### src/logic/adc_port_consts.vh
// constants of the two-wire convert and read port
//
// Behaviour
// - channel select latched on start edge
// - select 00..11 picks inputs one to four
// - idle: sleep, data high, clock high
// - idle falling edge starts conversion, clock
// - window falling edge drops one bit
// - at most six drops, ten bits floor
// - accepted drop acknowledged by data high
// - acknowledge ends on rise or expiry
// - data low while converting
// - completion drives data high, sleeps
// - each falling edge shifts next bit
// - two's complement, sign bit first
// - full result sign plus fifteen bits
// - seventeen falling edges per cycle
// - sign-only code never output
// - clock filter rejects pulses under 50ns
// - data pattern marks state to host
`ifndef ADC_PORT_CONSTS_VH
`define ADC_PORT_CONSTS_VH

// ****************************************
// timing
// ****************************************
`define CLK_PERIOD_NS   100
`define FILTER_NS       50
`define FILTER_CYC      ((`FILTER_NS + `CLK_PERIOD_NS - 1) / `CLK_PERIOD_NS)
`define WINDOW_US       1459
`define WINDOW_CYC      ((`WINDOW_US * 1000) / `CLK_PERIOD_NS)

// ****************************************
// resolution and result
// ****************************************
`define FULL_BITS       16
`define MIN_BITS        10
`define MAX_DROPS       6
`define SIGN_ONLY       16'h8000

// ****************************************
// channel codes
// ****************************************
`define CHAN_IN1        2'h0
`define CHAN_IN2        2'h1
`define CHAN_IN3        2'h2
`define CHAN_IN4        2'h3

`endif

### src/logic/adc_two_wire_convert_read_port.v
// convert and read control of the two-wire converter port
`timescale 1ns/1ps
`default_nettype none
`include "adc_port_consts.vh"

module adc_two_wire_convert_read_port #(
  parameter integer WINDOW_CYC = `WINDOW_CYC,
  parameter integer FILTER_CYC = `FILTER_CYC,
  parameter integer DATA_W     = `FULL_BITS
) (
  // clock and reset
  input  wire              i_clk_sys,
  input  wire              i_sys_rst,
  // host pins
  input  wire              i_serial_clk,
  input  wire              i_channel_select_low,
  input  wire              i_channel_select_high,
  output wire              o_serial_data_out,
  // converter core control
  output wire              o_osc_enable,
  output wire [1:0]        o_channel_sel,
  output wire              o_conv_start,
  output wire [4:0]        o_conv_bits,
  // converter core result
  input  wire              i_result_valid,
  input  wire [DATA_W-1:0] i_result,
  output wire              o_result_ready
);

  localparam [2:0] ST_SLEEP  = 3'h0;
  localparam [2:0] ST_WINDOW = 3'h1;
  localparam [2:0] ST_BUSY   = 3'h2;
  localparam [2:0] ST_READY  = 3'h3;
  localparam [2:0] ST_SHIFT  = 3'h4;
  localparam [2:0] ST_LAST   = 3'h5;

  localparam integer FULL_I    = `FULL_BITS;
  localparam integer DROPS_I   = `MAX_DROPS;
  localparam integer WIN_I     = WINDOW_CYC - 1;
  localparam integer FILT_I    = FILTER_CYC - 1;
  localparam [4:0]   FULL_BITS = FULL_I[4:0];
  localparam [2:0]   MAX_DROPS = DROPS_I[2:0];
  localparam [23:0]  WIN_LAST  = WIN_I[23:0];
  localparam [7:0]   FILT_LAST = FILT_I[7:0];

  // ****************************************
  // functions
  // ****************************************
  // replace sign-only code at the given resolution
  function [DATA_W-1:0] clamp_code;
    input [DATA_W-1:0] word;
    input [2:0]        drops;
    reg   [DATA_W-1:0] keep;
    begin
      keep = {DATA_W{1'b1}} << drops;
      if ((word & keep) == `SIGN_ONLY)
        clamp_code = `SIGN_ONLY | (({DATA_W{1'b0}} | 1'b1) << drops);
      else
        clamp_code = word & keep;
    end
  endfunction

  // ****************************************
  // clock pin sampling and filter
  // ****************************************
  reg       s1_r;
  reg       s2_r;
  reg       s3_r;
  reg       lvl_r;
  reg       lvl_nxt;
  reg [7:0] filt_r;
  reg [7:0] filt_nxt;
  reg [1:0] sel_s1_r;
  reg [1:0] sel_s2_r;
  reg [1:0] sel_s3_r;
  reg [1:0] sel_lvl_r;

  always @(posedge i_clk_sys) begin
    if (i_sys_rst) begin
      s1_r <= 1'b1;
      s2_r <= 1'b1;
      s3_r <= 1'b1;
    end else begin
      s1_r <= i_serial_clk;
      s2_r <= s1_r;
      s3_r <= s2_r;
    end
  end

  // select pins, taken once two stages agree
  always @(posedge i_clk_sys) begin
    if (i_sys_rst) begin
      sel_s1_r  <= 2'h0;
      sel_s2_r  <= 2'h0;
      sel_s3_r  <= 2'h0;
      sel_lvl_r <= 2'h0;
    end else begin
      sel_s1_r <= {i_channel_select_high, i_channel_select_low};
      sel_s2_r <= sel_s1_r;
      sel_s3_r <= sel_s2_r;
      if (sel_s2_r == sel_s3_r)
        sel_lvl_r <= sel_s3_r;
    end
  end

  always @* begin
    lvl_nxt  = lvl_r;
    filt_nxt = 8'h00;
    if (s2_r == s3_r && s3_r != lvl_r) begin
      if (filt_r >= FILT_LAST)
        lvl_nxt = s3_r;
      else
        filt_nxt = filt_r + 8'h01;
    end
  end

  always @(posedge i_clk_sys) begin
    if (i_sys_rst) begin
      lvl_r  <= 1'b1;
      filt_r <= 8'h00;
    end else begin
      lvl_r  <= lvl_nxt;
      filt_r <= filt_nxt;
    end
  end

  wire fall = lvl_r & ~lvl_nxt;
  wire rise = ~lvl_r & lvl_nxt;

  // ****************************************
  // two-entry result buffer
  // ****************************************
  reg [DATA_W-1:0] buf_mem [0:1];
  reg              wr_ptr_r;
  reg              rd_ptr_r;
  reg [1:0]        cnt_r;
  wire             buf_full  = (cnt_r == 2'h2);
  wire             buf_empty = (cnt_r == 2'h0);
  wire             buf_in_ok;
  wire             buf_out_ok;
  wire [DATA_W-1:0] buf_head = buf_mem[rd_ptr_r];

  always @(posedge i_clk_sys) begin
    if (buf_in_ok)
      buf_mem[wr_ptr_r] <= i_result;
  end

  always @(posedge i_clk_sys) begin
    if (i_sys_rst) begin
      wr_ptr_r <= 1'b0;
      rd_ptr_r <= 1'b0;
      cnt_r    <= 2'h0;
    end else begin
      if (buf_in_ok)
        wr_ptr_r <= ~wr_ptr_r;
      if (buf_out_ok)
        rd_ptr_r <= ~rd_ptr_r;
      case ({buf_in_ok, buf_out_ok})
        2'b10:   cnt_r <= cnt_r + 2'h1;
        2'b01:   cnt_r <= cnt_r - 2'h1;
        default: cnt_r <= cnt_r;
      endcase
    end
  end

  // ****************************************
  // sequence control
  // ****************************************
  reg [2:0]        st_r;
  reg [2:0]        st_nxt;
  reg [1:0]        chan_r;
  reg [1:0]        chan_nxt;
  reg [2:0]        drops_r;
  reg [2:0]        drops_nxt;
  reg [23:0]       win_r;
  reg [23:0]       win_nxt;
  reg [4:0]        bits_r;
  reg [4:0]        bits_nxt;
  reg [DATA_W-1:0] sh_r;
  reg [DATA_W-1:0] sh_nxt;
  reg              serial_data_out_r;
  reg              serial_data_out_nxt;
  reg              start_r;
  reg              start_nxt;
  reg [4:0]        conv_bits_r;
  reg [4:0]        conv_bits_nxt;
  reg              pop;
  reg [DATA_W-1:0] word;

  assign buf_in_ok  = i_result_valid & ~buf_full;
  assign buf_out_ok = pop;

  always @* begin
    st_nxt    = st_r;
    chan_nxt  = chan_r;
    drops_nxt = drops_r;
    win_nxt   = win_r;
    bits_nxt  = bits_r;
    sh_nxt    = sh_r;
    serial_data_out_nxt  = serial_data_out_r;
    start_nxt = 1'b0;
    conv_bits_nxt = conv_bits_r;
    pop       = 1'b0;
    word      = clamp_code(buf_head, drops_r);
    case (st_r)
      ST_SLEEP: begin
        serial_data_out_nxt = 1'b1;
        if (fall) begin
          st_nxt    = ST_WINDOW;
          chan_nxt  = sel_lvl_r;
          drops_nxt = 3'h0;
          win_nxt   = 24'h000000;
          serial_data_out_nxt  = 1'b1;
        end
      end
      ST_WINDOW: begin
        win_nxt = win_r + 24'h000001;
        if (rise)
          serial_data_out_nxt = 1'b0;
        if (fall && drops_r < MAX_DROPS) begin
          drops_nxt = drops_r + 3'h1;
          serial_data_out_nxt  = 1'b1;
        end
        if (win_r >= WIN_LAST) begin
          st_nxt    = ST_BUSY;
          serial_data_out_nxt  = 1'b0;
          start_nxt = 1'b1;
          conv_bits_nxt = FULL_BITS - {2'b00, drops_nxt};
        end
      end
      ST_BUSY: begin
        serial_data_out_nxt = 1'b0;
        if (!buf_empty) begin
          st_nxt   = ST_READY;
          serial_data_out_nxt = 1'b1;
        end
      end
      ST_READY: begin
        serial_data_out_nxt = 1'b1;
        if (fall) begin
          pop      = 1'b1;
          serial_data_out_nxt = word[DATA_W-1];
          sh_nxt   = word << 1;
          bits_nxt = FULL_BITS - {2'b00, drops_r} - 5'h1;
          st_nxt   = ST_SHIFT;
        end
      end
      ST_SHIFT: begin
        if (fall) begin
          serial_data_out_nxt = sh_r[DATA_W-1];
          sh_nxt   = sh_r << 1;
          bits_nxt = bits_r - 5'h1;
          if (bits_r == 5'h1)
            st_nxt = ST_LAST;
        end
      end
      ST_LAST: begin
        if (lvl_r) begin
          st_nxt   = ST_SLEEP;
          serial_data_out_nxt = 1'b1;
        end
      end
      default: begin
        st_nxt   = ST_SLEEP;
        serial_data_out_nxt = 1'b1;
      end
    endcase
  end

  always @(posedge i_clk_sys) begin
    if (i_sys_rst) begin
      st_r    <= ST_SLEEP;
      chan_r  <= `CHAN_IN1;
      drops_r <= 3'h0;
      win_r   <= 24'h000000;
      bits_r  <= 5'h00;
      sh_r    <= {DATA_W{1'b0}};
      serial_data_out_r  <= 1'b1;
      start_r <= 1'b0;
      conv_bits_r <= FULL_BITS;
    end else begin
      st_r    <= st_nxt;
      chan_r  <= chan_nxt;
      drops_r <= drops_nxt;
      win_r   <= win_nxt;
      bits_r  <= bits_nxt;
      sh_r    <= sh_nxt;
      serial_data_out_r  <= serial_data_out_nxt;
      start_r <= start_nxt;
      conv_bits_r <= conv_bits_nxt;
    end
  end

  // ****************************************
  // outputs
  // ****************************************
  assign o_serial_data_out = serial_data_out_r;
  assign o_osc_enable      = (st_r == ST_WINDOW) | (st_r == ST_BUSY);
  assign o_channel_sel     = chan_r;
  assign o_conv_start      = start_r;
  assign o_conv_bits       = conv_bits_r;
  assign o_result_ready    = ~buf_full;

endmodule

`default_nettype wire
### config.mk
export PLATFORM = sky130hd
export DESIGN_NAME = adc_two_wire_convert_read_port
export DESIGN_NICKNAME = d
export VERILOG_FILES = /design/src/logic/adc_two_wire_convert_read_port.v
export VERILOG_INCLUDE_DIRS = /design/src /design/src/logic
export SDC_FILE = /design/constraint.sdc
export NUM_CORES = 1
export LEC_CHECK = 0
export BUFFER_PORTS_ARGS = -buffer_cell sky130_fd_sc_hd__buf_4
export CAP_MARGIN = 10
export CORE_AREA = 2 2 118 120
export CTS_CLUSTER_DIAMETER = 30
export DETAILED_ROUTE_END_ITERATION = 10
export DIE_AREA = 0 0 120 122
export PLACE_DENSITY = 0.54
export SLEW_MARGIN = 20
export SYNTH_ARGS = -nofsm -noshare
export SYNTH_HDL_FRONTEND = slang
export SYNTH_SLANG_ARGS = --single-unit
export TNS_END_PERCENT = 50
### constraint.sdc
create_clock -name i_clk_sys -period 2.8 [get_ports i_clk_sys]
set_input_delay 0.14 -clock i_clk_sys [delete_from_list [all_inputs] [get_ports i_clk_sys]]
set_output_delay 0.14 -clock i_clk_sys [all_outputs]
set_load 0.01 [all_outputs]
==> run_results.csv <==
group,metric,value,unit
pwr,p_leak,2.081,nW
setup_path,r2r_start,"st_r[2]",
setup_path,worst-setup-path-type,"register to register",
clock_network,clk_path_buf_depth,2,
global_route,grt_pass1_wl,20.06,mm
placed_design,gp_congestion,0.8630,
synthesis,synth_nets,590,
setup_path,r2r_cells,6,
synthesis,ys_types,65,
sta,max_freq,0.4424,GHz
sta,maxSlewHeadroom,0.4572,
floorplanning,initial_core_util,0.3854,
synthesis,synth_edf_count,32,
setup_path,crit_path_top_delay_cell,"dfxtp_1",
drt,dr.pass1.iters,4,
setup_path,timing.rr.end,"cnt_r[1]",
final_layout,nets,638,
setup_path,crit_path_start,"st_r[2]",
sta,worst_pin_slew,0.8143,ns
setup_path,critPathTopFamily,"simple AND/OR/NAND/NOR gates",
drt,post_drt_wl_per_cell,15.52,um
sta,setup_tns,0,ns
clock_network,root_buffer,"clkbuf_16",
synthesis,async_flop_share,0,
final_layout,drive_gt1_frac,0.1370,
synthesis,ys_ff_latch,108,
setup_path,path_buf_inv,1,
drt,drc,0,
floorplanning,die_w,120,um
hold_path,hold_path_class,"primary input to register",
global_route,grt_overflow,0,
floorplanning,io_pins,33,
setup_path,required,3.08,ns
setup_path,worst-path-max-fanout,15,
sta,fin_crit,2.260,ns
setup_path,critical-path-max-stage-delay,0.61,ns
clock_network,clk_latency,0.36,ns
sta,skew,0.008610,ns
clock_network,htree_levels,3,
setup_path,cp_num_cells,6,
sta,hold_viol,0,
drt,wirelength,12.20,mm
clock_network,cts_tree,"built",
placed_design,portBuffers,32,
placed_design,place_ws,0.5792,ns
sta,fin_crit_sh,0.8073,
setup_path,endpoint_kind,"register",
floorplanning,die_y,122,um
global_route,grt_max_degree,75,
sta,slew_violations,0,
sta,fin_hold_ws,0.2082,ns
global_route,grt_usage,0.1739,
setup_path,r2r_slack,0.54,ns
setup_path,critPathCapture,"cnt_r[1]",
global_route,grt_pass1_vias,3938,
floorplanning,core-area,13500,um2
drt,drtAntennaViolNets,0,
setup_path,arrival,2.54,ns
drt,vias,4266,
status,outcome,"complete, no violations",
setup_path,crit_path_start_kind,"register",
synthesis,ys_seq_area_frac,0.4769,
drt,via_per_inst,5.427,
final_layout,fillers,1280,
final_layout,num_antenna_cells,0,
floorplanning,dieArea,14640,um2
global_route,antenna_found_initial,0,
final_layout,areaGrowthSynthToFinish,17.74,%
drt,drt_iter0_markers,313,
floorplanning,rows,43,
clock_network,post-cts-setup-buffer-count,0,
synthesis,synth_cells,553,
synthesis,ys_warn_count,0,
synthesis,syn_area,5205,um2
flow_run,maxCapViolations,0,
sta,layout_setup_ws,0.5397,ns
clock_network,numCtsBuffers,9,
sta,rsz0062_at_grt,"false",
pwr,powerDensity,504.1,nW/um2
sta,setup_viol,0,
clock_network,cts_sinks,108,
pwr,vdd_drop_max,0.3640,mV
setup_path,crit_path_cell_trace,"and3b_1, nand2_1, clkinv_1, ha_1, or3_1, a21oi_1",
synthesis,synth_ff_type,"dfxtp_1",
synthesis,avgSynthCellArea,9.412,um2
pwr,power,3.089,mW
clock_network,path_clk_slew,0.08,ns
placed_design,dp_hpwl,8.404,mm
## Yosys cell counts, types with 4 or more instances
master     n  area (um2)
dfxtp_1   76        1521
a21oi_1   53       265.3
nand2_1   52       195.2
nor2_1    49       183.9
edfxtp_1  32       960.9
clkbuf_1  21       78.83
o21ai_0   19       95.09
ha_1      15       187.7
mux2i_1   15       150.1
nor3_1    15       75.07
nand3_1   13       65.06
o211ai_1  13       97.59
nand4_1   11       68.82
a211oi_1  10       75.07
inv_1     10       37.54
nor2b_1   10       62.56
nor4_1     9       56.30
or3_1      9       56.30
and2_1     8       50.05
and3_1     8       50.05
xnor2_1    8       70.07
nand2b_1   7       43.79
a22oi_1    6       45.04
a31oi_1    6       37.54
or4_1      6       45.04
buf_2      5       25.02
mux2_2     5       56.30
or2_2      5       31.28
nor4b_1    4       35.03
## final cells by class
| cell class | count | area [um2] | area share |
|---|---|---|---|
| tap | 180 | 225.2 | 0.03675 |
| multi-input combinational | 405 | 2555 | 0.4169 |
| inverter | 11 | 41.29 | 0.006737 |
| clock buffer | 9 | 225.2 | 0.03675 |
| timing repair buffer | 66 | 543.0 | 0.08861 |
| sequential | 108 | 2482 | 0.4051 |
| clock inverter | 7 | 56.30 | 0.009187 |
## repair_timing
action                    4_1_cts  5_1_grt
gates resized for setup         0        0
hold endpoints to repair       35        0
hold buffers                   19        0
## logic make-up (layout without fill, tap and decap cells)
logic type,count (synthesis),after routing,synth area share
buffers and inverters,40,93,0.03221
AND/OR/NAND/NOR,227,227,0.2380
flip-flops,108,108,0.4769
XOR/XNOR,10,10,0.01683
AO/OA/AOI/OAI,131,131,0.1560
multiplexers,22,22,0.04399
adder cells (fa/ha/maj),15,15,0.03606
## metal layers
layer	global-route usage	vias to the layer above	part of all wire
li1	-	2152	-
met1	0.2504	2002	0.51
met2	0.2582	101	0.43
met3	0.03043	11	0.045
met4	0.07059	0	0.015
met5	0	-	0
## sequential cells by signal, indices dropped and copies added, names as in the netlist, named ones only
| register | count |
|---|---|
| lvl_r | 1 |
| wr_ptr_r | 1 |
| sel_s1_r | 2 |
| clamp_code.drops | 3 |
| win_r | 24 |
| rd_ptr_r | 1 |
| bits_r | 5 |
| st_r | 3 |
| s1_r | 1 |
| o_conv_start | 1 |
| s3_r | 1 |
| buf_mem | 32 |
| o_serial_data_out | 1 |
| sel_lvl_r | 2 |
| sel_s2_r | 2 |
| sh_r | 15 |
| sel_s3_r | 2 |
| o_conv_bits | 5 |
| cnt_r | 2 |
| s2_r | 1 |
| o_channel_sel | 2 |
## worst min-delay path by stage
stage,endpoint,cells past startpoint,startpoint,slack [ns]
4_1_cts,wr_ptr_r,4,i_result_valid,0.20
5_1_grt,wr_ptr_r,4,i_result_valid,0.26
6_report,wr_ptr_r,4,i_result_valid,0.21
2_1_floorplan,buf_mem[0][0],0,i_result[0],0.24
3_5_place_dp,s1_r,2,i_serial_clk,0.33
3_3_place_gp,buf_mem[0][10],1,i_result[10],0.33
## worst reg2reg max path, delay by kind of cell, from the launching register on
kind / cells / cell delay [ns]
simple gates: 3 / 0.91
flops: 1 / 0.61
fa+ha+maj: 1 / 0.34
buf+inv: 1 / 0.17
compound gates: 1 / 0.15
## cell usage in the layout, fill, tap and decap left out, drive strengths merged, types with 6 or more instances in the layout
master	count
nor2	49
or4	6
nor2b	10
a211oi	10
mux2	7
a31oi	6
inv	15
xnor2	8
clkbuf	9
and2	8
o211ai	13
nand3	13
nand2b	7
buf	47
and3	8
dlygate4sd3	19
nor3	16
a21oi	54
ha	15
nor4	11
a22oi	6
dfxtp	76
mux2i	15
or3	9
nand2	52
edfxtp	32
nand4	11
o21ai	20
## metrics by stage
step                  util  area (um2)  cells
floorplan                -        5205    553
global placement    0.4189        5657    751
CTS                 0.4538        6128    786
finish              0.4538        6128    786
detailed placement  0.4189        5657    751
global route        0.4538        6128    786
## power by group
| group | internal (mW) | switching, mW |
|---|---|---|
| sequential | 1.66 | 0.0230 |
| clock | 0.620 | 0.626 |
| combinational | 0.0712 | 0.0886 |
(Power assumes the default switching activity.)
